<file path="src/adc_result_pkg.sv">
package adc_result_pkg;
    // register indices as printed; byte address is four times the index
    localparam logic [7:0] IDX_CONTROL = 8'h10;
    localparam logic [7:0] IDX_IRQ_CLEAR = 8'h14;
    localparam logic [7:0] IDX_IRQ_ENABLE = 8'h15;
    localparam logic [7:0] IDX_IRQ_FLAGS = 8'h18;
    localparam logic [7:0] IDX_SYNC_STATUS = 8'h19;
    localparam logic [7:0] IDX_CONVERSION_RESULT = 8'h1a;
    localparam logic [7:0] IDX_WINDOW_LOWER = 8'h1c;
    localparam logic [7:0] IDX_WINDOW_UPPER = 8'h20;
    localparam logic [7:0] IDX_GAIN_FACTOR = 8'h24;
    localparam logic [7:0] IDX_OFFSET_VALUE = 8'h26;
    localparam logic [7:0] IDX_ANALOG_TRIM = 8'h28;
    // control register fields
    localparam int CTL_LEFT_ALIGN = 0;
    localparam int CTL_CORR_EN = 1;
    localparam int CTL_WIN_EN = 2;
    localparam int CTL_OVERSAMPLE = 3;
    // interrupt bits
    localparam int IRQ_RESULT_READY_FLAG = 0;
    localparam int IRQ_OVERRUN = 1;
    localparam int IRQ_WINDOW = 2;
    localparam int IRQ_SYNC = 3;
    localparam int IRQ_BITS = 4;
    localparam int SYNC_BUSY_BIT = 7;
    localparam int GAIN_FRAC_BITS = 11;
    localparam logic [15:0] RESET_VALUE_16 = 16'h0000;
    localparam logic [10:0] TRIM_MASK = 11'h07ff;
    localparam logic [11:0] GAIN_MASK = 12'hfff;
endpackage

</file>
<file path="src/adc_result_window_correction.sv">
`timescale 1ns/10ps
// Operation
// - busy status sets when domain transfer starts
// - busy status clears when transfer is finished
// - result register: sixteen bits, read-only
// - single conversion gives twelve-bit aligned code
// - left align: top eight high, four at [7:4]
// - right align: twelve bits at [11:0]
// - oversampling places full sixteen-bit result
// - lower bound register is window low threshold
// - upper bound register is window high threshold
// - correction enable applies twelve-bit gain factor
// - gain is unsigned 1.11 fixed point
// - correction enable adds two's complement offset
// - result ready set on result, read clears
// - overrun when unread result is overwritten
// - window flag follows matching result by cycle
// - sync done flag on busy falling edge
module adc_result_window_correction
    import adc_result_pkg::*;
(
    input wire logic CLOCK,
    input wire logic RESET_N,
    input wire logic [9:0] AVS_ADDRESS,
    input wire logic AVS_READ,
    input wire logic AVS_WRITE,
    input wire logic [31:0] AVS_WRITEDATA,
    input wire logic [3:0] AVS_BYTEENABLE,
    output logic [31:0] AVS_READDATA,
    output logic AVS_WAITREQUEST,
    // raw converter sample, from the analog domain
    input wire logic SAMPLE_VALID,
    input wire logic [15:0] SAMPLE_CODE,
    output logic IRQ
);
    typedef enum logic [2:0] {
        SY_IDLE = 3'b001,
        SY_XFER = 3'b010,
        SY_DONE = 3'b100
    } sync_state_e;

    sync_state_e sync_r;
    logic [7:0] idx;
    logic acc_r;
    logic rd_hit, wr_hit;
    logic [3:0] ctl_r;
    logic [15:0] win_lo_r, win_hi_r, win_lo_cv_r, win_hi_cv_r;
    logic [11:0] gain_r, offs_r;
    logic [10:0] trim_r;
    logic [15:0] result_r;
    logic [IRQ_BITS-1:0] flags_r, enable_r;
    logic unread_r;
    logic win_hit_r;
    logic [2:0] vld_sync_r;
    logic [15:0] code_s1_r, code_s2_r;
    logic sample_evt;
    logic [24:0] gain_prod;
    logic signed [14:0] corr_sum;
    logic [11:0] corr_code;
    logic [15:0] aligned;
    logic [IRQ_BITS-1:0] set_v, clr_v;
    logic result_read;

    assign idx = AVS_ADDRESS[9:2];
    assign rd_hit = AVS_READ && !acc_r;
    assign wr_hit = AVS_WRITE && !acc_r;
    assign result_read = rd_hit && idx == IDX_CONVERSION_RESULT;

    // one wait cycle per access keeps the read data a registered value
    always_ff @(posedge CLOCK or negedge RESET_N) begin
        if (!RESET_N) begin
            acc_r <= 1'b0;
        end else begin
            acc_r <= (AVS_READ || AVS_WRITE) && !acc_r;
        end
    end

    always_ff @(posedge CLOCK or negedge RESET_N) begin
        if (!RESET_N) begin
            AVS_WAITREQUEST <= 1'b1;
        end else begin
            AVS_WAITREQUEST <= !((AVS_READ || AVS_WRITE) && !acc_r);
        end
    end

    // control, correction and window registers, written only when both low byte lanes are enabled
    always_ff @(posedge CLOCK or negedge RESET_N) begin
        if (!RESET_N) begin
            ctl_r <= 4'h0;
            gain_r <= RESET_VALUE_16[11:0];
            offs_r <= RESET_VALUE_16[11:0];
            trim_r <= RESET_VALUE_16[10:0];
            win_lo_r <= RESET_VALUE_16;
            win_hi_r <= RESET_VALUE_16;
        end else if (wr_hit && AVS_BYTEENABLE[1:0] == 2'b11) begin
            unique case (idx)
                IDX_CONTROL: ctl_r <= AVS_WRITEDATA[3:0];
                IDX_GAIN_FACTOR: gain_r <= AVS_WRITEDATA[11:0] & GAIN_MASK;
                IDX_OFFSET_VALUE: offs_r <= AVS_WRITEDATA[11:0];
                // low eleven bits stored as written, upper bits dropped
                IDX_ANALOG_TRIM: trim_r <= AVS_WRITEDATA[10:0] & TRIM_MASK;
                IDX_WINDOW_LOWER: win_lo_r <= AVS_WRITEDATA[15:0];
                IDX_WINDOW_UPPER: win_hi_r <= AVS_WRITEDATA[15:0];
                default: ;
            endcase
        end
    end

    // threshold transfer into the converter side, busy while it runs
    always_ff @(posedge CLOCK or negedge RESET_N) begin
        if (!RESET_N) begin
            sync_r <= SY_IDLE;
        end else begin
            unique case (sync_r)
                SY_IDLE: if (wr_hit && (idx == IDX_WINDOW_LOWER ||
                        idx == IDX_WINDOW_UPPER)) begin
                    sync_r <= SY_XFER;
                end
                SY_XFER: sync_r <= SY_DONE;
                SY_DONE: sync_r <= SY_IDLE;
            endcase
        end
    end

    always_ff @(posedge CLOCK or negedge RESET_N) begin
        if (!RESET_N) begin
            win_lo_cv_r <= RESET_VALUE_16;
            win_hi_cv_r <= RESET_VALUE_16;
        end else if (sync_r == SY_XFER) begin
            win_lo_cv_r <= win_lo_r;
            win_hi_cv_r <= win_hi_r;
        end
    end

    // sample valid is a level toggle-free strobe: two flops then edge
    always_ff @(posedge CLOCK or negedge RESET_N) begin
        if (!RESET_N) begin
            vld_sync_r <= 3'b000;
            code_s1_r <= RESET_VALUE_16;
            code_s2_r <= RESET_VALUE_16;
        end else begin
            vld_sync_r <= {vld_sync_r[1:0], SAMPLE_VALID};
            code_s1_r <= SAMPLE_CODE;
            code_s2_r <= code_s1_r;
        end
    end
    assign sample_evt = vld_sync_r[1] && !vld_sync_r[2];

    // gain in 1.11 format, then signed offset, clamped to 12 bits
    // the scaled code keeps thirteen bits: a gain near two on a large
    // code must still reach the clamp instead of wrapping
    assign gain_prod = 25'(code_s2_r[11:0] * gain_r);
    assign corr_sum = 15'($signed({2'b00, gain_prod[23:GAIN_FRAC_BITS]})
        + $signed({{3{offs_r[11]}}, offs_r}));
    always_comb begin
        if (corr_sum < 0) begin
            corr_code = 12'h000;
        end else if (corr_sum > 15'sh0fff) begin
            corr_code = 12'hfff;
        end else begin
            corr_code = corr_sum[11:0];
        end
    end

    always_comb begin
        logic [11:0] c;
        c = ctl_r[CTL_CORR_EN] ? corr_code : code_s2_r[11:0];
        if (ctl_r[CTL_OVERSAMPLE]) begin
            aligned = code_s2_r;
        end else if (ctl_r[CTL_LEFT_ALIGN]) begin
            aligned = {c, 4'h0};
        end else begin
            aligned = {4'h0, c};
        end
    end

    always_ff @(posedge CLOCK or negedge RESET_N) begin
        if (!RESET_N) begin
            result_r <= RESET_VALUE_16;
        end else if (sample_evt) begin
            result_r <= aligned;
        end
    end

    always_ff @(posedge CLOCK or negedge RESET_N) begin
        if (!RESET_N) begin
            unread_r <= 1'b0;
        end else if (sample_evt) begin
            unread_r <= 1'b1;
        end else if (result_read) begin
            unread_r <= 1'b0;
        end
    end

    // compare the result as it is stored, flag one cycle later
    always_ff @(posedge CLOCK or negedge RESET_N) begin
        if (!RESET_N) begin
            win_hit_r <= 1'b0;
        end else begin
            win_hit_r <= sample_evt && ctl_r[CTL_WIN_EN]
                && aligned >= win_lo_cv_r
                && aligned <= win_hi_cv_r;
        end
    end

    always_comb begin
        set_v = '0;
        set_v[IRQ_RESULT_READY_FLAG] = sample_evt;
        set_v[IRQ_OVERRUN] = sample_evt && unread_r;
        set_v[IRQ_WINDOW] = win_hit_r;
        set_v[IRQ_SYNC] = sync_r == SY_DONE;
        clr_v = '0;
        if (wr_hit && idx == IDX_IRQ_FLAGS) begin
            clr_v = AVS_WRITEDATA[IRQ_BITS-1:0];
        end
        if (result_read) begin
            clr_v[IRQ_RESULT_READY_FLAG] = 1'b1;
            clr_v[IRQ_WINDOW] = 1'b1;
        end
    end

    // set wins over clear in the same cycle
    always_ff @(posedge CLOCK or negedge RESET_N) begin
        if (!RESET_N) begin
            flags_r <= '0;
        end else begin
            flags_r <= (flags_r & ~clr_v) | set_v;
        end
    end

    always_ff @(posedge CLOCK or negedge RESET_N) begin
        if (!RESET_N) begin
            enable_r <= '0;
        end else if (wr_hit && idx == IDX_IRQ_ENABLE) begin
            enable_r <= enable_r | AVS_WRITEDATA[IRQ_BITS-1:0];
        end else if (wr_hit && idx == IDX_IRQ_CLEAR) begin
            enable_r <= enable_r & ~AVS_WRITEDATA[IRQ_BITS-1:0];
        end
    end

    always_ff @(posedge CLOCK or negedge RESET_N) begin
        if (!RESET_N) begin
            IRQ <= 1'b0;
        end else begin
            IRQ <= |(((flags_r & ~clr_v) | set_v) & enable_r);
        end
    end

    always_ff @(posedge CLOCK or negedge RESET_N) begin
        if (!RESET_N) begin
            AVS_READDATA <= 32'h0000_0000;
        end else if (rd_hit) begin
            unique case (idx)
                IDX_CONTROL: AVS_READDATA <= {28'h000_0000, ctl_r};
                IDX_IRQ_CLEAR,
                IDX_IRQ_ENABLE: AVS_READDATA <= {28'h000_0000, enable_r};
                IDX_IRQ_FLAGS: AVS_READDATA <= {28'h000_0000, flags_r};
                IDX_SYNC_STATUS: AVS_READDATA <= {24'h00_0000,
                    sync_r != SY_IDLE, 7'h00};
                IDX_CONVERSION_RESULT: AVS_READDATA <= {16'h0000, result_r};
                IDX_WINDOW_LOWER: AVS_READDATA <= {16'h0000, win_lo_r};
                IDX_WINDOW_UPPER: AVS_READDATA <= {16'h0000, win_hi_r};
                IDX_GAIN_FACTOR: AVS_READDATA <= {20'h0_0000, gain_r};
                IDX_OFFSET_VALUE: AVS_READDATA <= {20'h0_0000, offs_r};
                IDX_ANALOG_TRIM: AVS_READDATA <= {21'h00_0000, trim_r};
                default: AVS_READDATA <= 32'h0000_0000;
            endcase
        end
    end
endmodule

</file>
<file path="config.mk">
export PLATFORM = sky130hd
export DESIGN_NAME = adc_result_window_correction
export DESIGN_NICKNAME = d
export VERILOG_FILES = /design/src/adc_result_pkg.sv /design/src/adc_result_window_correction.sv
export SDC_FILE = /design/constraint.sdc
export NUM_CORES = 1
export LEC_CHECK = 0
export ABC_AREA = 1
export BUFFER_PORTS_ARGS = -buffer_cell sky130_fd_sc_hd__buf_4
export CORE_ASPECT_RATIO = 1.2
export CORE_MARGIN = 4
export CORE_UTILIZATION = 40
export CTS_CLUSTER_DIAMETER = 80
export CTS_CLUSTER_SIZE = 20
export DETAILED_ROUTE_END_ITERATION = 12
export RECOVER_POWER = 100
export SLEW_MARGIN = 20
export SYNTH_ARGS = -nofsm -noshare
export SYNTH_HDL_FRONTEND = slang
export SYNTH_SLANG_ARGS = --single-unit
</file>
<file path="constraint.sdc">
create_clock -name CLOCK -period 9.18 [get_ports CLOCK]
set_clock_uncertainty 0.05 [all_clocks]
set_input_delay 0.459 -clock CLOCK [delete_from_list [all_inputs] [get_ports CLOCK]]
set_output_delay 0.459 -clock CLOCK [all_outputs]
set_load 0.005 [all_outputs]
</file>
==> After elaboration in Yosys (flattened, before gate mapping) <==
Cells that the tools add are included.
{ "op_classes": {"multipliers": 1, "order_cmp": 4, "reduce_logical": 29, "n_addsub": 1, "muxes": 15, "n_shift": 0, "n_eq_ne": 17, "n_div": 0, "n_bitwise": 7} }
{ "ops": {"columns": ["op", "count"], "rows": [
  ["one-hot mux 16 bit (10 select lines)", 1],
  ["== test 8 x 5 -> 1 bit, second input constant", 7],
  ["2-to-1 mux 12 bit", 3],
  ["== test 8 x 6 -> 1 bit, second input constant", 4],
  ["2-to-1 mux 16 bit", 2],
  ["multiplier 12 x 12 -> 24 bit", 1],
  ["greater-or-equal comparator 16 bit", 1],
  ["less-or-equal comparator 16 bit", 1],
  ["adder 14 x 12 -> 15 bit", 1],
  ["greater-than comparator 15 x 13 -> 1 bit, second input constant", 1],
  ["less-than comparator 15 x 1 -> 1 bit, second input constant", 1],
  ["logical AND 1 bit", 14],
  ["AND 4 bit", 3],
  ["2-to-1 mux 4 bit", 3],
  ["AND reduction 2 bit", 6],
  ["one-hot mux 3 bit (3 select lines)", 1],
  ["NOT 4 bit", 2],
  ["OR 4 bit", 2],
  ["2-to-1 mux 1 bit", 4],
  ["nonzero test 2 bit", 2],
  ["OR reduction 4 bit", 1],
  ["== test 3 x 1 -> 1 bit, second input constant", 1],
  ["== test 3 x 2 -> 1 bit, second input constant", 1],
  ["== test 3 bit, second input constant", 1],
  ["other kinds (7)", 10]
]} }
{ "word_totals": {"rom_bits": 0, "mem_bits_rw": 0, "ff_bits": 202, "latchBits": 0, "output_inout_bits": 34, "elab_cells": 95, "mem_count": 0} }

==> Logic depth before layout (Yosys ltp) <==
{ "logic_depth": {"ltp_word": 11, "depth_mapped": 48} }

==> Worst setup path after synthesis <==
No wires, ideal clock.
{ "synth_timing": {"kind": "register -> register", "from": "register gain_r[9]", "to": "register win_hit_r", "setup_slack_ps": 1608, "arrival_ps": 7450, "path_stages_with_launch": 41, "required_ps": 9058, "period_less_slack_ps": 7572, "setup_time_ps": 72, "path_cell_list": "dfrtp_1 > clkbuf_1 > nand2_1 > fa_1 > fa_1 > inv_1 > fa_1 > fa_1 > inv_1 > fa_1 > inv_1 > ha_1 > nand2_1 > nor4_1 > a21oi_1 > o21ai_0 > a21oi_1 > xnor2_1 > [... 5 more ...] > a21oi_1 > nand2_1 > nand2_2 > nand2_2 > buf_6 > a21oi_2 > nand2_1 > nand2_2 > nand2_1 > and3_1 > ha_1 > a21oi_1 > nor2_1 > a211oi_1 > o21ai_0 > a211oi_1 > a31oi_1 > nor2_1"} }
{ "synth_via": {"elab_chain_len": 11, "word_cells_on_any_way": 13, "classes_between": "add/sub (1); mul (1); order compare (4); mux (5); reduce/logical (2)"} }
{ "synth_lines": {"columns": ["element", "line", "rtl"], "rows": [
  ["start, declared", "adc_result_window_correction.sv:48", "logic [11:0] gain_r, offs_r;"],
  ["start signal, assigned", "adc_result_window_correction.sv:90", "gain_r <= RESET_VALUE_16[11:0];"],
  ["start signal, assigned", "adc_result_window_correction.sv:98", "IDX_GAIN_FACTOR: gain_r <= AVS_WRITEDATA[11:0] & GAIN_MASK;"],
  ["multiplier 12 x 12 -> 24 bit *", "adc_result_window_correction.sv:152", "assign gain_prod = 25'(code_s2_r[11:0] * gain_r);"],
  ["adder 14 x 12 -> 15 bit *", "adc_result_window_correction.sv:154", "+ $signed({{3{offs_r[11]}}, offs_r}));"],
  ["greater-than comparator 15 x 13 -> 1 bit", "adc_result_window_correction.sv:158", "end else if (corr_sum > 15'sh0fff) begin"],
  ["2-to-1 mux 12 bit", "adc_result_window_correction.sv:158", null],
  ["2-to-1 mux 12 bit *", "adc_result_window_correction.sv:156", "if (corr_sum < 0) begin"],
  ["2-to-1 mux 12 bit *", "adc_result_window_correction.sv:167", "c = ctl_r[CTL_CORR_EN] ? corr_code : code_s2_r[11:0];"],
  ["2-to-1 mux 16 bit *", "adc_result_window_correction.sv:170", "end else if (ctl_r[CTL_LEFT_ALIGN]) begin"],
  ["2-to-1 mux 16 bit *", "adc_result_window_correction.sv:168", "if (ctl_r[CTL_OVERSAMPLE]) begin"],
  ["via aligned[5]", "adc_result_window_correction.sv:60", "logic [15:0] aligned;"],
  ["greater-or-equal comparator 16 bit", "adc_result_window_correction.sv:201", "&& aligned >= win_lo_cv_r"],
  ["logical AND 1 bit", "adc_result_window_correction.sv:201", null],
  ["logical AND 1 bit *", "adc_result_window_correction.sv:202", "&& aligned <= win_hi_cv_r;"],
  ["end signal, assigned", "adc_result_window_correction.sv:200", "win_hit_r <= sample_evt && ctl_r[CTL_WIN_EN]"],
  ["end, declared", "adc_result_window_correction.sv:53", "logic win_hit_r;"]
]} }
Mark *: on every way through the listed nets, which the timed path passes. The rest lies on a longest branch.
A chain may end at the register's enable or synchronous reset.

==> Worst setup path in the final report <==
{ "layout_timing": {"from": "register code_s2_r[2]", "to": "register win_hit_r"} }
{ "layout_via": {"elab_chain_len": 11, "word_cells_on_any_way": 13, "classes_between": "add/sub (1); mul (1); order compare (4); mux (5); reduce/logical (2)"} }
{ "layout_lines": {"columns": ["element", "line", "rtl"], "rows": [
  ["start, declared", "adc_result_window_correction.sv:55", "logic [15:0] code_s1_r, code_s2_r;"],
  ["start signal, assigned", "adc_result_window_correction.sv:144", "code_s2_r <= code_s1_r;"],
  ["multiplier 12 x 12 -> 24 bit *", "adc_result_window_correction.sv:152", null],
  ["adder 14 x 12 -> 15 bit *", "adc_result_window_correction.sv:154", null],
  ["greater-than comparator 15 x 13 -> 1 bit", "adc_result_window_correction.sv:158", null],
  ["2-to-1 mux 12 bit", "adc_result_window_correction.sv:158", null],
  ["2-to-1 mux 12 bit *", "adc_result_window_correction.sv:156", null],
  ["2-to-1 mux 12 bit *", "adc_result_window_correction.sv:167", null],
  ["2-to-1 mux 16 bit *", "adc_result_window_correction.sv:170", null],
  ["2-to-1 mux 16 bit *", "adc_result_window_correction.sv:168", null],
  ["via aligned[5]", "adc_result_window_correction.sv:60", null],
  ["greater-or-equal comparator 16 bit", "adc_result_window_correction.sv:201", null],
  ["logical AND 1 bit", "adc_result_window_correction.sv:201", null],
  ["logical AND 1 bit *", "adc_result_window_correction.sv:202", null]
]} }
Marks and branches as above.

==> run_results.csv <==
group,metric,value,unit
status,run_status,"finished, violations left",
clock_tree,cts_tree,"done",
logic_synthesis,synth.largest_area_cell,"dfrtp_1",
clock_tree,clk_latency,440,ps
logic_synthesis,yosys_warnings,0,
timing,rsz0062_at_grt,"false",
floorplan,io_pins,101,
logic_synthesis,synth_cells,1777,
timing,finalHoldViolCount,0,
cells_and_area,fin_nets,2089,
clock_tree,cts_max_level,4,
grt,antenna_found_initial,0,
drt,drc,0,
timing,tightest_slew,5612,ps
clock_tree,cts_root_buf,"clkbuf_16",
logic_synthesis,yosys.area.top_type_share,32.55,%
pwr,irDropWorstVdd,0.1362,mV
pwr,leakage,8.200,nW
logic_synthesis,synth-edff-count,0,
clock_tree,path_clk_slew,70,ps
critical_path,cp_common_cell,"nand2_1",
grt,grt_pass1_wl,64070,um
logic_synthesis,synthArstFlopShare,100.0,%
hold_path,holdPathStages,1,
logic_synthesis,synth_cell_types,47,
critical_path,reg2reg_setup_slack,740,ps
logic_synthesis,synthTopCellsByCount,"nand2_1, inv_1, dfrtp_1, o21ai_0, ha_1",
logic_synthesis,yosysSeqAreaShare,32.92,%
grt,gr-usage-all-layers,21.05,%
logic_synthesis,syn_area,0.01414,sq mm
timing,fmax,118.5,MHz
status,violations,"capacitance limit, slew limit",
critical_path,worstPathArrival,8760,ps
logic_synthesis,yosys.cell_count.top_type,"nand2_1",
placed_design,portBuffers,64,
cells_and_area,seq_area,0.004663,sq mm
drt,vias_per_cell,5.063,
timing,fin_setup_tns,0,ps
logic_synthesis,synth_area_leaders,"dfrtp_1, fa_1, nand2_1, ha_1, inv_1",
pwr,powerDensity,119.5,mW/mm^2
drt,drt-total-wl,39840,um
placed_design,place_congestion,0.9130,
floorplan,die_w,179.7,um
timing,maxSlewViolCount,252,
drt,drt_iter0_markers,636,
floorplan,die_h,214.0,um
critical_path,cp_max_fo,12,
timing,slew_headroom,-274.1,%
grt,grt_max_degree,105,
floorplan,core,0.03491,sq mm
critical_path,crit_slowest_cell,"dfrtp_1",
clock_tree,numCtsBuffers,17,
critical_path,slowest_delay,550,ps
drt,route.detailed.wl_per_inst,17.37,um
logic_synthesis,syn_avg_cell_area,7.960,sq um
timing,layout_min_cycle_time,8441,ps
floorplan,initial_utilization,40.52,%
flow_run,maxCapViolCount,4,
hold_path,hp-class,"in -> reg",
critical_path,critical_path_class,"reg -> reg",
critical_path,worstSetupStartpointType,"flop",
critical_path,critPathCaptureType,"flop",
timing,period_share,91.94,%
drt,antenna_left,0,
critical_path,reg2regPathDepth,39,
timing,whs,95.42,ps
cells_and_area,synthToLayoutAreaGrowth,9.898,%
drt,drtPass1Iterations,6,
placed_design,dp_hpwl,30850,um
cells_and_area,antennaDiodeCount,0,
floorplan,num_rows,75,
cells_and_area,multi_input_area,0.007886,sq mm
cells_and_area,final_util,44.53,%
clock_tree,clockBufferDepth,2,
clock_tree,cts.sinks,186,
logic_synthesis,synth-seq-cells,186,
timing,setup_viol,0,
cells_and_area,drive_gt1_share,7.919,%
cells_and_area,n_fill_cell,3591,
floorplan,dieArea,0.03845,sq mm
grt,grt_pass1_vias,12080,
critical_path,crit_required,9500,ps
logic_synthesis,ys.flop_type,"dfrtp_1",
drt,vias,11610,
grt,overflow,0,
## per-layer routing
metal,track usage [%],share of wire [%],up-vias
met5,0,0,-
met4,11.38,5.4,0
met3,2.819,4.0,103
met2,37.16,51,305
met1,24.79,40,5645
li1,-,-,5557
## where the power goes
part | switching [mW] | internal, mW | total (mW)
combinational | 0.162 | 0.0617 | 0.224
clock | 0.308 | 0.444 | 0.752
sequential | 0.0291 | 0.852 | 0.881
## final timing paths
path	startpoint	end
worst max-delay path	code_s2_r[2]	win_hit_r
worst min-delay path	SAMPLE_CODE[12]	code_s1_r[12]
worst max register to register	code_s2_r[2]	win_hit_r
worst min register to register	code_s1_r[6]	code_s2_r[6]
max in group asynchronous	RESET_N	code_s2_r[3]
min in group asynchronous	RESET_N	code_s2_r[10]
## worst max-delay path, delay by kind of cell, from the launching register on
kind / cells / cell delay [ps]
adder cells (fa/ha/maj): 8 / 3540
AND/OR/NAND/NOR: 16 / 1980
AO/OA/AOI/OAI: 9 / 1520
flip-flops: 1 / 550
buffers and inverters: 5 / 490
XOR/XNOR: 1 / 210
## flip-flops by register name, summed over array words and instances, names as in the netlist, 4 cells and up, named ones only
| signal | cells |
|---|---|
| win_hi_r | 16 |
| win_hi_cv_r | 16 |
| win_lo_cv_r | 16 |
| ctl_r | 4 |
| trim_r | 11 |
| offs_r | 12 |
| code_s2_r | 16 |
| flags_r | 4 |
| code_s1_r | 16 |
| result_r | 16 |
| win_lo_r | 16 |
| gain_r | 12 |
| AVS_READDATA | 16 |
## what timing repair did
| item | in CTS | in global routing |
|---|---|---|
| resized for setup | 0 | 6 |
| setup endpoints to repair | 0 | 1 |
| hold buffers | 0 | 0 |
| setup buffers | 0 | 0 |
## layout make-up
type | count | area share [%]
clock buffers | 26 | 3.083
multi-input cells | 1195 | 50.73
flip-flops and latches | 186 | 30.00
well taps | 462 | 3.719
repair buffers | 81 | 3.606
clock inverters | 6 | 0.7244
inverters | 337 | 8.137
## metrics by stage
stage | worst slack [ps] | instances | instance area [sq um] | total power, mW
final | 739.5 | 2293 | 15540 | 1.857
after CTS | 507.8 | 2293 | 15610 | 1.883
after global routing | 64.14 | 2293 | 15540 | 1.942
after global placement | 645.3 | 2261 | 15020 | 1.123
after detailed placement | 544.2 | 2261 | 15020 | 1.127
after floorplan | 1608 | 1792 | 14200 | 1.031
## logic make-up after synthesis
family / after synthesis / synth area share, %
AOI/OAI and AO/OA: 261 / 10.44
xor gates and xnor gates: 20 / 1.238
adders and majority gates: 204 / 23.35
buffers and inverters: 411 / 11.60
DFF: 186 / 32.92
other: 1 / 0.02651
and+or+nand+nor: 694 / 20.42
## cells in the final DEF (no fill, tap or decap), types with 7 or more instances in the layout
master,count
clkbuf_1,18
inv_1,333
o21ai_2,7
a21oi_2,8
ha_1,104
a21oi_1,44
and3_1,8
conb_1,16
nor2_1,46
o21ai_1,8
dfrtp_1,179
nand2_1,533
clkbuf_4,30
nand3_1,31
nand4_1,21
clkbuf_16,17
xor2_1,12
nand2_2,13
xnor2_1,8
fa_1,100
nor3_1,14
a221oi_1,12
o21ai_0,155
buf_4,38
No activity file was read; power rests on OpenSTA's default activity.
